[src/core/adc_seq_regs.vh]
// register map, field positions and codes of the conversion sequencer
// assumes: included by bare name from the core design files
`ifndef ADC_SEQ_REGS_VH
`define ADC_SEQ_REGS_VH

// ****************************************
// register offsets
// ****************************************
`define ADDR_TEMP_REF_HIGH 8'h23
`define ADDR_TEMP_REF_LOW 8'h24
`define ADDR_OFFSET_TRIM 8'h2e
`define ADDR_GAIN_TRIM 8'h2f
`define ADDR_CHANNEL_SEL 8'he4
`define ADDR_RESULT_HIGH 8'he5
`define ADDR_RESULT_LOW 8'he6
`define ADDR_STATUS 8'he7
`define ADDR_CONTROL 8'he8

// ****************************************
// converter_control fields
// ****************************************
`define CTL_GO 0
`define CTL_ONE_SHOT 1
`define CTL_SCAN 2
`define CTL_BUF_ON 3
`define CTL_DONE_MASK 7

// ****************************************
// channel_select fields
// ****************************************
`define CHSEL_CONV_HI 2
`define CHSEL_CONV_LO 0
`define CHSEL_READ_HI 6
`define CHSEL_READ_LO 4

// ****************************************
// converter_status fields
// ****************************************
`define STAT_DONE 7
`define STAT_BUSY 0

// ****************************************
// reset values
// ****************************************
`define CTL_RESET 1'b0
`define CHSEL_RESET 3'h0
`define RES_RESET 14'h0000
`define BYTE_ZERO 8'h00
`define IRQ_RESET 1'b1

// ****************************************
// result word layout
// ****************************************
`define RES_W 14
`define RES_HIGH_HI 13
`define RES_HIGH_LO 6
`define RES_LOW_HI 5
`define RES_LOW_PAD 2'h0
`define TEMP_HIGH_HI 11
`define TEMP_HIGH_LO 8
`define TEMP_LOW_HI 7
`define TEMP_HIGH_PAD 4'h0
`define GAIN_MASK 8'h3f

// ****************************************
// channel codes
// ****************************************
`define CH_INPUT_CURRENT 3'h0
`define CH_INPUT_VOLTAGE 3'h1
`define CH_STORAGE_VOLTAGE 3'h2
`define CH_OUTPUT_VOLTAGE 3'h3
`define CH_DIE_TEMP 3'h4
`define CH_BUCK1_OUTPUT 3'h5
`define CH_GPIO_IN1 3'h6
`define CH_GPIO_IN2 3'h7
`define CH_STEP 3'h1
`define NUM_CH 8

`endif

[src/core/adc_result_slot.v]
// one stored conversion result for a single source
// assumes: load pulse and data come from the sequencer, same clock
`timescale 1ns/100ps
`include "adc_seq_regs.vh"

module adc_result_slot
(
	// clock and reset
	input wire i_clk,
	input wire i_rst_n,
	// new result
	input wire i_load,
	input wire [`RES_W-1:0] i_data,
	// stored result
	output reg [`RES_W-1:0] o_data
);

	always @(posedge i_clk or negedge i_rst_n)
	begin
		if (!i_rst_n)
			o_data <= `RES_RESET;
		else if (i_load)
			o_data <= i_data;
	end

endmodule // adc_result_slot

[src/core/adc_conversion_sequencer.v]
// conversion sequencer and result registers of the monitoring converter
// assumes: register port driven by the serial register slave, one
// access per pulse; modulator reports done with its result word
//
// Summary of operation
// - one of eight sources converted, 12-bit result
// - eight result registers, one shown by selector
// - go bit starts/stops; single or polling mode
// - convert and readback channel fields, 3 bits
// - writing go=1 while idle starts converting selected source, or source 0 in scan mode
// - finish sets done, interrupt low, go cleared in single mode
// - upper 8 bits, lower 6 bits in two registers
// - done and interrupt held until result read
// - scan mode converts and stores all sources
// - channel codes 000..111 map fixed source order
// - value is 16*high plus low bits 5:2
// - offset and gain trims, sign-magnitude, readable
// - 25 C temperature reference split 4+8 bits
// - done interrupt can be masked
`timescale 1ns/100ps
`include "adc_seq_regs.vh"

module adc_conversion_sequencer
(
	// clock and reset
	input wire i_clk,
	input wire i_rst_n,
	// register port
	input wire [7:0] i_reg_addr,
	input wire i_reg_wr,
	input wire [7:0] i_reg_wdata,
	input wire i_reg_rd,
	output reg [7:0] o_reg_rdata,
	// factory calibration values
	input wire [7:0] i_offset_trim,
	input wire [7:0] i_gain_trim,
	input wire [11:0] i_temp_ref,
	// converter front end
	output reg o_conv_start,
	output reg [2:0] o_conv_channel,
	output reg o_input_buffer_on,
	input wire i_conv_done,
	input wire [`RES_W-1:0] i_conv_data,
	// host interrupt
	output reg o_host_interrupt_n
);

	// ****************************************
	// states
	// ****************************************
	localparam [0:0] ST_IDLE = 1'b0;
	localparam [0:0] ST_BUSY = 1'b1;

	// ****************************************
	// declarations
	// ****************************************
	reg state;
	reg go;
	reg one_shot;
	reg all_channel_scan;
	reg done_mask;
	reg [2:0] convert_channel_sel;
	reg [2:0] readback_channel_sel;
	reg conv_done_flag;
	reg scan_run;
	reg [2:0] conv_chan;
	reg [7:0] next_rdata;
	reg [`RES_W-1:0] shown_result;
	wire [`RES_W*`NUM_CH-1:0] slot_bus;
	wire wr_control;
	wire wr_chsel;
	wire rd_result;
	wire go_req;
	wire stop_req;
	wire finish;
	wire scan_last;
	wire chan_done;
	wire busy;

	// ****************************************
	// access decode
	// ****************************************
	assign wr_control = i_reg_wr && (i_reg_addr == `ADDR_CONTROL);
	assign wr_chsel = i_reg_wr && (i_reg_addr == `ADDR_CHANNEL_SEL);
	// either data register counts as reading the result
	assign rd_result = i_reg_rd
		&& ((i_reg_addr == `ADDR_RESULT_HIGH)
		|| (i_reg_addr == `ADDR_RESULT_LOW));
	assign go_req = wr_control && i_reg_wdata[`CTL_GO];
	// go=0 while idle is harmless; while busy it ends the run
	assign stop_req = wr_control && !i_reg_wdata[`CTL_GO];

	// ****************************************
	// sequencing terms
	// ****************************************
	assign busy = (state == ST_BUSY);
	assign chan_done = busy && i_conv_done;
	// scan ends on the highest channel code
	assign scan_last = (conv_chan == `CH_GPIO_IN2);
	// a stop written in the finishing cycle wins, so no done is raised
	assign finish = chan_done && !stop_req
		&& (!scan_run || scan_last);

	// ****************************************
	// mode and field registers
	// ****************************************
	// mode bits follow every control write, busy or not
	always @(posedge i_clk or negedge i_rst_n)
	begin
		if (!i_rst_n)
		begin
			one_shot <= `CTL_RESET;
			all_channel_scan <= `CTL_RESET;
			o_input_buffer_on <= `CTL_RESET;
			done_mask <= `CTL_RESET;
		end
		else if (wr_control)
		begin
			one_shot <= i_reg_wdata[`CTL_ONE_SHOT];
			all_channel_scan <= i_reg_wdata[`CTL_SCAN];
			o_input_buffer_on <= i_reg_wdata[`CTL_BUF_ON];
			done_mask <= i_reg_wdata[`CTL_DONE_MASK];
		end
	end

	always @(posedge i_clk or negedge i_rst_n)
	begin
		if (!i_rst_n)
		begin
			convert_channel_sel <= `CHSEL_RESET;
			readback_channel_sel <= `CHSEL_RESET;
		end
		else if (wr_chsel)
		begin
			// both fields are independent; host keeps them equal
			convert_channel_sel <=
				i_reg_wdata[`CHSEL_CONV_HI:`CHSEL_CONV_LO];
			readback_channel_sel <=
				i_reg_wdata[`CHSEL_READ_HI:`CHSEL_READ_LO];
		end
	end

	// ****************************************
	// conversion sequencer
	// ****************************************
	always @(posedge i_clk or negedge i_rst_n)
	begin
		if (!i_rst_n)
		begin
			state <= ST_IDLE;
			go <= `CTL_RESET;
			conv_chan <= `CHSEL_RESET;
			scan_run <= `CTL_RESET;
			o_conv_start <= `CTL_RESET;
			o_conv_channel <= `CHSEL_RESET;
		end
		else
		begin
			o_conv_start <= `CTL_RESET;
			case (state)
				ST_IDLE:
				begin
					if (go_req)
					begin
						go <= 1'b1;
						state <= ST_BUSY;
						o_conv_start <= 1'b1;
						// the run keeps the scan choice of this write
						scan_run <= i_reg_wdata[`CTL_SCAN];
						// the scan bit of the go write picks source 0 or the convert field
						if (i_reg_wdata[`CTL_SCAN])
						begin
							conv_chan <= `CH_INPUT_CURRENT;
							o_conv_channel <= `CH_INPUT_CURRENT;
						end
						else
						begin
							conv_chan <= convert_channel_sel;
							o_conv_channel <= convert_channel_sel;
						end
					end
				end
				ST_BUSY:
				begin
					if (stop_req)
					begin
						go <= 1'b0;
						state <= ST_IDLE;
					end
					else if (chan_done)
					begin
						if (scan_run && !scan_last)
						begin
							conv_chan <= conv_chan + `CH_STEP;
							o_conv_channel <= conv_chan + `CH_STEP;
							o_conv_start <= 1'b1;
						end
						else if (one_shot)
						begin
							go <= 1'b0;
							state <= ST_IDLE;
						end
						else if (scan_run)
						begin
							// polling a scan walks every source again
							conv_chan <= `CH_INPUT_CURRENT;
							o_conv_channel <= `CH_INPUT_CURRENT;
							o_conv_start <= 1'b1;
						end
						else
						begin
							// polling: follow the field as it stands now
							conv_chan <= convert_channel_sel;
							o_conv_channel <= convert_channel_sel;
							o_conv_start <= 1'b1;
						end
					end
					// a go=1 rewrite here changes nothing
				end
				default:
				begin
					state <= ST_IDLE;
					go <= 1'b0;
				end
			endcase
		end
	end

	// ****************************************
	// result storage
	// ****************************************
	genvar gi;
	generate
		for (gi = 0; gi < `NUM_CH; gi = gi + 1)
		begin : g_slot
			// a stop in the done cycle still keeps the word; only the flag is held
			wire load;
			assign load = chan_done && (conv_chan == gi);
			adc_result_slot u_slot
			(
				.i_clk(i_clk),
				.i_rst_n(i_rst_n),
				.i_load(load),
				.i_data(i_conv_data),
				.o_data(slot_bus[gi*`RES_W +: `RES_W])
			);
		end
	endgenerate

	// eight-to-one selector toward the register map
	always @*
	begin
		shown_result = slot_bus[readback_channel_sel*`RES_W +: `RES_W];
	end

	// ****************************************
	// done flag and interrupt
	// ****************************************
	// the flag still sets while masked; only the interrupt is hidden
	always @(posedge i_clk or negedge i_rst_n)
	begin
		if (!i_rst_n)
			conv_done_flag <= `CTL_RESET;
		else if (finish)
			conv_done_flag <= 1'b1;
		else if (rd_result)
			conv_done_flag <= 1'b0;
	end

	// set wins over the read-clear so a fresh result is never missed
	always @(posedge i_clk or negedge i_rst_n)
	begin
		if (!i_rst_n)
			o_host_interrupt_n <= `IRQ_RESET;
		else
			o_host_interrupt_n <= !((finish
				|| (conv_done_flag && !rd_result))
				&& !done_mask);
	end

	// ****************************************
	// read data
	// ****************************************
	always @*
	begin
		next_rdata = `BYTE_ZERO;
		case (i_reg_addr)
			`ADDR_TEMP_REF_HIGH:
				next_rdata = {`TEMP_HIGH_PAD,
					i_temp_ref[`TEMP_HIGH_HI:`TEMP_HIGH_LO]};
			`ADDR_TEMP_REF_LOW:
				next_rdata = i_temp_ref[`TEMP_LOW_HI:0];
			`ADDR_OFFSET_TRIM:
				next_rdata = i_offset_trim;
			`ADDR_GAIN_TRIM:
				next_rdata = i_gain_trim & `GAIN_MASK;
			`ADDR_CHANNEL_SEL:
			begin
				next_rdata[`CHSEL_CONV_HI:`CHSEL_CONV_LO] =
					convert_channel_sel;
				next_rdata[`CHSEL_READ_HI:`CHSEL_READ_LO] =
					readback_channel_sel;
			end
			// low two bits of the word are carried, host drops them
			`ADDR_RESULT_HIGH:
				next_rdata =
					shown_result[`RES_HIGH_HI:`RES_HIGH_LO];
			`ADDR_RESULT_LOW:
				next_rdata = {`RES_LOW_PAD,
					shown_result[`RES_LOW_HI:0]};
			`ADDR_STATUS:
			begin
				next_rdata[`STAT_DONE] = conv_done_flag;
				next_rdata[`STAT_BUSY] = busy;
			end
			`ADDR_CONTROL:
			begin
				next_rdata[`CTL_GO] = go;
				next_rdata[`CTL_ONE_SHOT] = one_shot;
				next_rdata[`CTL_SCAN] = all_channel_scan;
				next_rdata[`CTL_BUF_ON] = o_input_buffer_on;
				next_rdata[`CTL_DONE_MASK] = done_mask;
			end
			default:
				next_rdata = `BYTE_ZERO;
		endcase
	end

	// read data stands between reads, so a slow host may take it late
	always @(posedge i_clk or negedge i_rst_n)
	begin
		if (!i_rst_n)
			o_reg_rdata <= `BYTE_ZERO;
		else if (i_reg_rd)
			o_reg_rdata <= next_rdata;
	end

endmodule // adc_conversion_sequencer

[config.mk]
export PLATFORM = sky130hd
export DESIGN_NAME = adc_conversion_sequencer
export DESIGN_NICKNAME = d
export VERILOG_FILES = /design/src/core/adc_result_slot.v /design/src/core/adc_conversion_sequencer.v
export VERILOG_INCLUDE_DIRS = /design/src /design/src/core
export SDC_FILE = /design/constraint.sdc
export NUM_CORES = 1
export LEC_CHECK = 0
export ABC_AREA = 1
export BUFFER_PORTS_ARGS = -buffer_cell sky130_fd_sc_hd__buf_2
export CAP_MARGIN = 20
export CELL_PAD_IN_SITES_DETAIL_PLACEMENT = 0
export CELL_PAD_IN_SITES_GLOBAL_PLACEMENT = 1
export CORE_UTILIZATION = 46
export DETAILED_ROUTE_END_ITERATION = 7
export PLACE_DENSITY = 0.87
export SLEW_MARGIN = 20
export SYNTH_ARGS = -nofsm -noshare
export SYNTH_HDL_FRONTEND = slang
export SYNTH_HIERARCHICAL = 1
export SYNTH_SLANG_ARGS = --single-unit
[constraint.sdc]
create_clock -name i_clk -period 2.39 [get_ports i_clk]
set_input_delay 0.239 -clock i_clk [delete_from_list [all_inputs] [get_ports i_clk]]
set_output_delay 0.239 -clock i_clk [all_outputs]
set_load 0.03 [all_outputs]
==> results.py, run 1 <==
metrics = {
    "run_status": {
        "status": "finished, final reports clean",
    },
    "routing": {
        "drc_errors": 0,
        "vias": 6609,
        "via_per_inst": 4.98,
        "ant_nets": 0,
        "wl_mm": 21.3,
        "drt_first_pass_iters": 7,
        "wl_per_cell_um": 16.0,
        "dr.first_iter.drc_count": 518,
    },
    "die": {
        "die_h_um": 128,
        "die_w_um": 128,
        "start_util_pct": 47.7,
        "coreArea_um2": 15400,
        "boundaryPins": 77,
        "placementRows": 45,
        "dieArea_um2": 16500,
    },
    "hold_path": {
        "hold_path_class": "in2reg",
        "hold_depth": 3,
    },
    "flow_run": {
        "max-cap-violations": 0,
    },
    "cells_and_area": {
        "multi_input_area_um2": 3240,
        "drive_gt1_share_pct": 14.5,
        "nets": 1173,
        "fin_area_um2": 8520,
        "seq_area_um2": 3480,
        "areaGrowthSynthToFinish_pct": 15.9,
        "instances_no_fill": 1328,
        "n_fill_cell": 1586,
        "diodes": 0,
    },
    "timing": {
        "drv_slew": 0,
        "postLayoutSetupSlackWorst_ps": 585,
        "max_freq_mhz": 554,
        "setup_viol": 0,
        "hold_viol": 0,
        "fin_skew_ps": 8.58,
        "fin_setup_tns_ps": 0,
        "holdWs_ps": 16.1,
        "final.min_clock_period_ps": 1800,
        "worst_pin_slew_ps": 481,
        "rsz0062_at_grt": "no",
        "fin_crit_sh_pct": 75.5,
        "relSlewSlack_pct": 67.9,
    },
    "yosys": {
        "syn_inst": 1031,
        "syn_area_per_cell_um2": 7.13,
        "synth_xor_area_share_pct": 0,
        "syn-num-nets": 1100,
        "netlist_top_cells_area": "dfrtp_1 47%, nand2_1 26%, nand3_1 5.5%",
        "ys_ff_latch": 139,
        "synth_top_family_by_area": "simple AND/OR/NAND/NOR gates",
        "ys_async_sr_fraction_pct": 100,
        "seq_area_frac_synth_pct": 47.3,
        "synth_area_leader_cell": "dfrtp_1",
        "syn_area_um2": 7350,
        "synth-edff-count": 0,
        "synthAdderAreaFrac_pct": 1.02,
        "synth_warnings": 6,
        "synth_most_common_cell": "nand2_1",
        "synthTopCellsByCount": "508 x nand2_1, 138 x dfrtp_1, 81 x nand3_1",
        "yosys.area_share.simple_pct": 38.5,
        "yosysUniqueCellTypes": 25,
        "ys.flop_type": "dfrtp_1",
        "synth_mux_area_share_pct": 0,
        "synth_compound_area_share_pct": 4.15,
        "netlist.area_leader.share_pct": 47.0,
    },
    "critical_path": {
        "start_kind": "flop",
        "worst_path_most_repeated_cell": "nand3_1",
        "path_max_fanout": 16,
        "path_depth": 10,
        "cp_cell_sequence": "buf_4, inv_2, buf_4, nor2_1, o21ai_1, nand3_1, nand3_1, nand3_1, nand2_1, nand2_1",
        "cp.required_ps": 2700,
        "worstPathArrival_ps": 2120,
        "critPathKind": "reg2reg",
        "ff2ff_path_depth": 10,
        "cp_slowest_cell": "dfrtp_1",
        "crit_family": "buffers and inverters",
        "end_kind": "flop",
        "worst-path-buf-inv": 3,
        "max_stage_delay_ps": 370,
    },
    "clocking": {
        "cts_buffers": 17,
        "post-cts-setup-buffers": 0,
        "cts_tree": "done",
        "clkTransAtPathRegs_ps": 60,
        "clkLatencyLatePin_ps": 430,
        "cts-resized-gates": 0,
        "cts_max_level": 4,
        "root_buffer": "clkbuf_16",
        "cts.sinks": 139,
        "cts.path.max_buffers": 2,
    },
    "global_route": {
        "antenna_found_initial": 0,
        "grt_overflow": 0,
        "grt_first_pass_wirelength_mm": 34.0,
        "track_usage_pct": 27.7,
        "grt_pass1_vias": 6198,
        "grt_max_degree": 58,
    },
    "power_and_ir_drop": {
        "p_leak_nw": 4.73,
        "ir_drop_mv": 0.553,
        "power.density_nw_per_um2": 748,
    },
    "placement": {
        "port_buffers": 74,
        "place.gp.congestion": 0.825,
        "dpl_worst_slack_ps": 585,
        "dpl.cell_count": 1295,
        "dp_hpwl_mm": 13.6,
        "dpl_cell_area_um2": 7880,
    },
}
[state kept, by name (all words and copies together), names as in the netlist, 3 cells and up]
register	flops
o_reg_rdata	8
g_slot.u_slot/o_data	112
readback_channel_sel	3
convert_channel_sel	3
conv_chan	3
[cells in the final DEF, fill, tap and decap left out]
cell | netlist | routed
clkinv_4 | 0 | 1
ha_1 | 6 | 6
dfrtp_2 | 0 | 1
nand3_4 | 1 | 1
inv_1 | 76 | 76
buf_4 | 18 | 20
o22ai_1 | 4 | 4
nor2_1 | 80 | 80
o21ai_0 | 36 | 36
nor2_2 | 2 | 2
nor3_2 | 0 | 6
nand4_1 | 2 | 2
buf_6 | 10 | 1
clkinv_2 | 0 | 3
clkinvlp_4 | 0 | 3
nor2_8 | 1 | 1
inv_4 | 1 | 1
nand2_1 | 508 | 508
dfstp_2 | 1 | 1
clkbuf_1 | 0 | 3
nor3_1 | 7 | 1
buf_12 | 0 | 1
clkbuf_16 | 0 | 17
nand3_2 | 1 | 1
nand2_4 | 3 | 3
buf_2 | 14 | 73
a21oi_1 | 8 | 8
inv_2 | 13 | 13
bufinv_16 | 0 | 5
nor2_4 | 6 | 6
dfrtp_1 | 138 | 137
dlygate4sd3_1 | 0 | 1
o21ai_1 | 12 | 12
nand2_2 | 2 | 2
nand3_1 | 81 | 81
[path summary, 6_finish.rpt]
| path | startpoint | endpoint | slack (ps) |
|---|---|---|---|
| setup / recovery | readback_channel_sel[1] | o_reg_rdata[5] | 590 |
| hold / removal | i_reg_wdata[3] | o_input_buffer_on | 20 |
| setup reg to reg | readback_channel_sel[1] | o_reg_rdata[5] | 590 |
| hold reg to reg | g_slot[1].u_slot/o_data[4] | g_slot[1].u_slot/o_data[4] | 470 |
| max in group asynchronous | i_rst_n | o_reg_rdata[7] | 1380 |
| min in group asynchronous | i_rst_n | g_slot[7].u_slot/o_data[7] | 330 |
[what timing repair did]
item | 4_1_cts | 5_1_grt
setup endpoints to repair | 0 | 0
hold buffers | 1 | 0
hold endpoints to repair | 45 | 0
[cell type report]
cell class | instances | area share, %
sequential | 139 | 40.9
multi-input combinational | 760 | 38.1
timing repair buffer | 96 | 6.54
clock buffer | 20 | 5.13
inverter | 90 | 3.99
tap | 211 | 3.10
clock inverter | 12 | 2.31
[stage by stage]
stage          utilization [%]  total power, mW
6_report                  55.2             6.37
5_1_grt                   55.2             6.66
4_1_cts                   55.2             6.41
3_5_place_dp              51.1             3.56
3_3_place_gp              51.1             3.55
2_1_floorplan                -             3.24
[metal layers]
layer | vias up | global-route usage [%] | wire (um)
met1 | 3085 | 38.0 | 9790
met5 | - | 0 | 0
met4 | 0 | 9.00 | 403
li1 | 3305 | - | -
met3 | 30 | 6.53 | 1290
met2 | 189 | 43.3 | 9760
[power by group]
group | total, mW | switching (mW) | internal (mW)
clock | 2.85 | 1.00 | 1.84
combinational | 0.837 | 0.555 | 0.281
sequential | 2.69 | 0.129 | 2.56
[cells by family (layout without fill, tap and decap cells)]
group                      Yosys count  in the layout
and+or+nand+nor                    694            694
adders and majority gates            6              6
buffers and inverters              132            218
DFF                                139            139
AOI/OAI and AO/OA                   60             60
[worst min-delay path: cells and delay by family]
family / cells / cell delay [ps]
simple gates: 2 / 90
buf+inv: 1 / 70
Note: power is estimated with default switching activity, not from simulation.
==> inputs of run 2 (changes only) <==
Settings changed: CORE_UTILIZATION 46 to 43, PLACE_DENSITY 0.87 to 0.82.
Clock period 2.39 ns to 1.8 ns, I/O delays scaled along.
==> results.py, run 2 (synthesis gave the netlist of run 1 again) <==
metrics = {
    "timing": {
        "fin_skew_ps": 12.3,
        "rsz0062_at_grt": "no",
        "postLayoutSetupSlackWorst_ps": 114,
        "max_freq_mhz": 593,
        "drv_slew": 0,
        "fin_crit_sh_pct": 93.7,
        "setup_viol": 0,
        "worst_pin_slew_ps": 444,
        "relSlewSlack_pct": 70.3,
        "fin_setup_tns_ps": 0,
        "final.min_clock_period_ps": 1690,
        "hold_viol": 0,
    },
    "critical_path": {
        "worst_path_most_repeated_cell": "nand2_1",
        "cp_cell_sequence": "inv_6, buf_12, nand2_1, nand2_1, nand2_1, o21ai_1, inv_1, nor2_1, nor2_1, nand3_1, nand2_1, nand2_1",
        "worst-path-buf-inv": 3,
        "worstPathArrival_ps": 2000,
        "crit_family": "simple AND/OR/NAND/NOR gates",
        "cp-endpoint": "o_reg_rdata[4]",
        "end_kind": "flop",
        "rr_startpoint": "readback_channel_sel[0]",
        "cp.required_ps": 2120,
        "r2r_end": "o_reg_rdata[4]",
        "cp_slowest_cell": "dfrtp_2",
        "path_depth": 12,
        "path_max_fanout": 16,
        "start_kind": "flop",
        "crit_start": "readback_channel_sel[0]",
        "ff2ff_path_depth": 12,
        "critPathKind": "reg2reg",
        "max_stage_delay_ps": 500,
        "ff2ff_setup_slack_ps": 110,
    },
    "placement": {
        "dpl.cell_count": 1314,
        "dpl_worst_slack_ps": 156,
        "dp_hpwl_mm": 14.2,
        "place.gp.congestion": 0.793,
        "port_buffers": 74,
    },
    "hold_path": {
        "min_from": "i_reg_wdata[4]",
        "hold_path_class": "in2reg",
    },
    "power_and_ir_drop": {
        "power.density_nw_per_um2": 1000,
        "total_power_mw": 8.80,
        "internal-power_mw": 6.46,
        "power_frac_comb_pct": 13.5,
        "p_switching_mw": 2.34,
        "p_leak_nw": 4.85,
        "ir_drop_mv": 0.729,
        "switching_share_pct": 26.6,
        "clkPwrFrac_pct": 46.1,
        "seq_power_share_pct": 40.5,
    },
    "cells_and_area": {
        "instances_no_fill": 1351,
        "top_register": "g_slot.u_slot/o_data",
        "areaGrowthSynthToFinish_pct": 19.6,
        "drive_gt1_share_pct": 15.7,
        "largest_reg_flops": 112,
        "top_regs": "g_slot.u_slot/o_data x112, o_reg_rdata x8",
        "final_cell_mix": "508 x nand2_1, 137 x dfrtp_1, 81 x nand3_1",
        "final_common_cell": "nand2_1",
        "nets": 1186,
    },
    "die": {
        "start_util_pct": 44.2,
        "die_h_um": 133,
        "die_w_um": 133,
        "dieArea_um2": 17600,
        "boundaryPins": 77,
        "coreArea_um2": 16600,
        "placementRows": 47,
    },
    "routing": {
        "drc_errors": 0,
        "wl_mm": 21.6,
        "vias": 6642,
        "via_per_inst": 4.92,
        "wl_per_cell_um": 16.0,
        "dr.first_iter.drc_count": 463,
        "ant_nets": 0,
        "drt_first_pass_iters": 5,
    },
    "clocking": {
        "clkTransAtPathRegs_ps": 60,
        "cts.sinks": 139,
        "clkLatencyLatePin_ps": 430,
        "post-cts-setup-buffers": 0,
        "cts.path.max_buffers": 2,
        "cts_buffers": 17,
        "cts_tree": "done",
        "cts_max_level": 4,
        "root_buffer": "clkbuf_16",
    },
    "global_route": {
        "track_usage_pct": 26.0,
        "grt_first_pass_wirelength_mm": 34.3,
        "antenna_found_initial": 1,
        "grt_overflow": 0,
        "grt_pass1_vias": 6330,
        "grt_max_degree": 49,
    },
    "run_status": {
        "status": "finished, final reports clean",
    },
    "flow_run": {
        "max-cap-violations": 0,
    },
}
## run 2: per-stage QoR
stage / hold slack (ps) / utilization (%) / instance area [um^2]
5_1_grt: 14.4 / 52.8 / 8790
6_report: 18.7 / 52.8 / 8790
2_1_floorplan: -116 / - / 7350
3_5_place_dp: 114 / 48.4 / 8050
4_1_cts: 2.00 / 52.7 / 8770
3_3_place_gp: 115 / 48.4 / 8050
## run 2: how the worst min path moves through the flow
| stage | endpoint | depth (start not counted) |
|---|---|---|
| finish | readback_channel_sel[0] | 3 |
| CTS | readback_channel_sel[1] | 3 |
| floorplan | all_channel_scan | 0 |
| global route | readback_channel_sel[1] | 3 |
| global placement | g_slot[6].u_slot/o_data[7] | 1 |
| detailed placement | g_slot[6].u_slot/o_data[7] | 1 |
## run 2: layout make-up
type                            count  area, um^2
Multi-Input combinational cell    760        3250
Clock buffer                       18         439
Sequential cell                   139        3480
Clock inverter                     14         243
Fill cell                        1678        7850
Antenna cell                        1        2.50
Tap cell                          220         275
Inverter                           90         343
Timing Repair Buffer              109         757
## run 2: worst reg2reg max path, cell delays in order (launching register included)
cell	delay, ps
dfrtp_2	500
inv_6	110
buf_12	170
nand2_1	60
nand2_1	40
nand2_1	50
o21ai_1	60
inv_1	90
nor2_1	50
nor2_1	210
nand3_1	100
nand2_1	70
nand2_1	50
## run 2: metal layers
metal	vias to the layer above	GRT usage (%)	part of all wire, %
met5	-	0	0
met4	0	7.47	1.4
met3	27	5.44	6.6
met2	206	42.2	46
met1	3076	35.1	46
li1	3333	-	-
## run 2: repair_timing
action	CTS	global route
endpoints found under the setup margin	0	3
hold buffers	4	0
gates resized for setup	0	5
endpoints found under the hold margin	63	0
## run 2: power groups by stage
stage,registers [mW],clock network (mW),logic (mW)
floorplan,3.65,0,0.653
global placement,3.61,0,1.16
detailed placement,3.61,0,1.18
CTS,3.56,4.10,1.20
global route,3.59,4.20,1.36
finish,3.56,4.05,1.18
==> inputs of run 3 (changes only) <==
Settings changed: PLACE_DENSITY 0.82 to 0.78.
==> results.py, run 3 (synthesis gave the netlist of run 1 again) <==
metrics = {
    "run_status": {
        "status": "finished, final reports clean",
    },
    "die": {
        "die_w_um": 133,
        "die_h_um": 133,
        "start_util_pct": 44.2,
        "coreArea_um2": 16600,
        "dieArea_um2": 17600,
        "placementRows": 47,
        "boundaryPins": 77,
    },
    "cells_and_area": {
        "fin_area_um2": 8710,
        "utilization_pct": 52.3,
        "top_register": "g_slot.u_slot/o_data",
        "top_regs": "g_slot.u_slot/o_data x112, o_reg_rdata x8",
        "final_cell_mix": "508 x nand2_1, 137 x dfrtp_1, 81 x nand3_1",
        "areaGrowthSynthToFinish_pct": 18.5,
        "drive_gt1_share_pct": 15.9,
        "largest_reg_flops": 112,
        "nets": 1191,
        "diodes": 0,
        "final_common_cell": "nand2_1",
    },
    "routing": {
        "wl_mm": 21.7,
        "wl_per_cell_um": 16.0,
        "dr.first_iter.drc_count": 381,
        "drc_errors": 0,
        "ant_nets": 0,
        "drt_first_pass_iters": 5,
        "via_per_inst": 4.85,
        "vias": 6571,
    },
    "clocking": {
        "clkTransAtPathRegs_ps": 60,
        "cts.path.max_buffers": 2,
        "cts_buffers": 17,
        "cts_tree": "done",
        "cts.sinks": 139,
        "clkLatencyLatePin_ps": 430,
        "cts_max_level": 4,
        "root_buffer": "clkbuf_16",
    },
    "timing": {
        "drv_slew": 0,
        "setup_viol": 0,
        "max_freq_mhz": 598,
        "worst_pin_slew_ps": 554,
        "fin_skew_ps": 9.99,
        "fin_crit_sh_pct": 92.9,
        "final.min_clock_period_ps": 1670,
        "hold_viol": 0,
        "relSlewSlack_pct": 63.1,
        "fin_setup_tns_ps": 0,
        "rsz0062_at_grt": "no",
    },
    "critical_path": {
        "cp.required_ps": 2120,
        "cp_cell_sequence": "inv_4, buf_12, nand2_1, nand3_1, nand2_1, nand3_1, nand2_1, nor2_1, nand2_1, nand2_1, nand2_1",
        "crit_family": "simple AND/OR/NAND/NOR gates",
        "end_kind": "flop",
        "worstPathArrival_ps": 1990,
        "worst-path-buf-inv": 2,
        "path_max_fanout": 21,
        "start_kind": "flop",
        "worst_path_most_repeated_cell": "nand2_1",
        "critPathKind": "reg2reg",
        "cp_slowest_cell": "dfrtp_2",
        "max_stage_delay_ps": 470,
        "rr_startpoint": "readback_channel_sel[0]",
        "crit_start": "readback_channel_sel[0]",
    },
    "power_and_ir_drop": {
        "power.density_nw_per_um2": 963,
        "ir_drop_mv": 0.702,
        "p_leak_nw": 4.84,
    },
    "placement": {
        "port_buffers": 74,
        "dpl_cell_area_um2": 8070,
        "dp_hpwl_mm": 14.8,
        "place.gp.congestion": 0.793,
    },
    "global_route": {
        "grt_pass1_vias": 6384,
        "antenna_found_initial": 0,
        "grt_max_degree": 56,
        "track_usage_pct": 26.2,
        "grt_overflow": 0,
        "grt_first_pass_wirelength_mm": 34.8,
    },
    "hold_path": {
        "hold_path_class": "in2reg",
        "min_from": "i_reg_wdata[1]",
    },
    "flow_run": {
        "max-cap-violations": 0,
    },
}
## run 3: cell types whose count changed in the layout (fill, tap and decap cells not counted), moves of 2 or more
cell,change
buf_4,+10
bufinv_16,-3
clkinv_2,+3
clkinv_4,-3
buf_12,-2
buf_6,-2
clkbuf_8,+2
nor2_1,+2
nor2_2,-2
## run 3: routing by layer
metal  wire [um]  vias up  global-route usage [%]  part of all wire, %
li1            -     3339                       -                    -
met1       10200     3042                    35.6                   47
met2        9990      164                    42.3                   46
met3        1220       26                    5.44                  5.6
met4         310        0                    7.28                  1.4
met5           0        -                       0                    0
## run 3: layout make-up
| class | count | area [um^2] |
|---|---|---|
| clock buffer | 21 | 470 |
| clock inverter | 11 | 141 |
| fill | 1714 | 7930 |
| inverter | 90 | 340 |
| multi-input combinational | 760 | 3240 |
| sequential | 139 | 3480 |
| tap | 220 | 275 |
| timing repair buffer | 114 | 759 |
## run 3: what timing repair did
action / in CTS / in global routing
gates resized for setup: 0 / 1
hold endpoints to repair: 50 / 0
setup endpoints to repair: 0 / 1
hold buffers: 3 / 0
buffers inserted: 0 / 0
## run 3: where the power goes
part	total, mW	switching (mW)	internal, mW
Clock	3.66	1.38	2.28
Combinational	1.15	0.747	0.403
Sequential	3.58	0.176	3.40
Total	8.39	2.30	6.09
## run 3: worst paths after layout
| kind | to | slack (ps) | depth (start not counted) |
|---|---|---|---|
| hold / removal | convert_channel_sel[1] | 10 | 3 |
| setup / recovery | o_reg_rdata[1] | 130 | 11 |
| setup reg to reg | o_reg_rdata[1] | 130 | 11 |
| hold reg to reg | g_slot[1].u_slot/o_data[10] | 470 | 2 |
| max in group asynchronous | o_host_interrupt_n | 840 | 3 |
| min in group asynchronous | g_slot[0].u_slot/o_data[6] | 280 | 2 |
## run 3: metrics by stage
| step | cells | setup WS (ps) | power (mW) | hold slack (ps) |
|---|---|---|---|---|
| floorplan | 1031 | 46.0 | 4.30 | -116 |
| global placement | 1320 | 163 | 4.76 | 185 |
| detailed placement | 1320 | 135 | 4.78 | 180 |
| CTS | 1355 | 114 | 8.44 | 0.298 |
| global route | 1355 | 15.5 | 8.75 | 12.0 |
| finish | 1355 | 128 | 8.39 | 9.71 |
## run 3: worst register-to-register path: cells and delay by family, from the launching register on
| family | cells | cell delay [ps] |
|---|---|---|
| AND/OR/NAND/NOR | 9 | 830 |
| flip-flops | 1 | 470 |
| buffers and inverters | 2 | 260 |
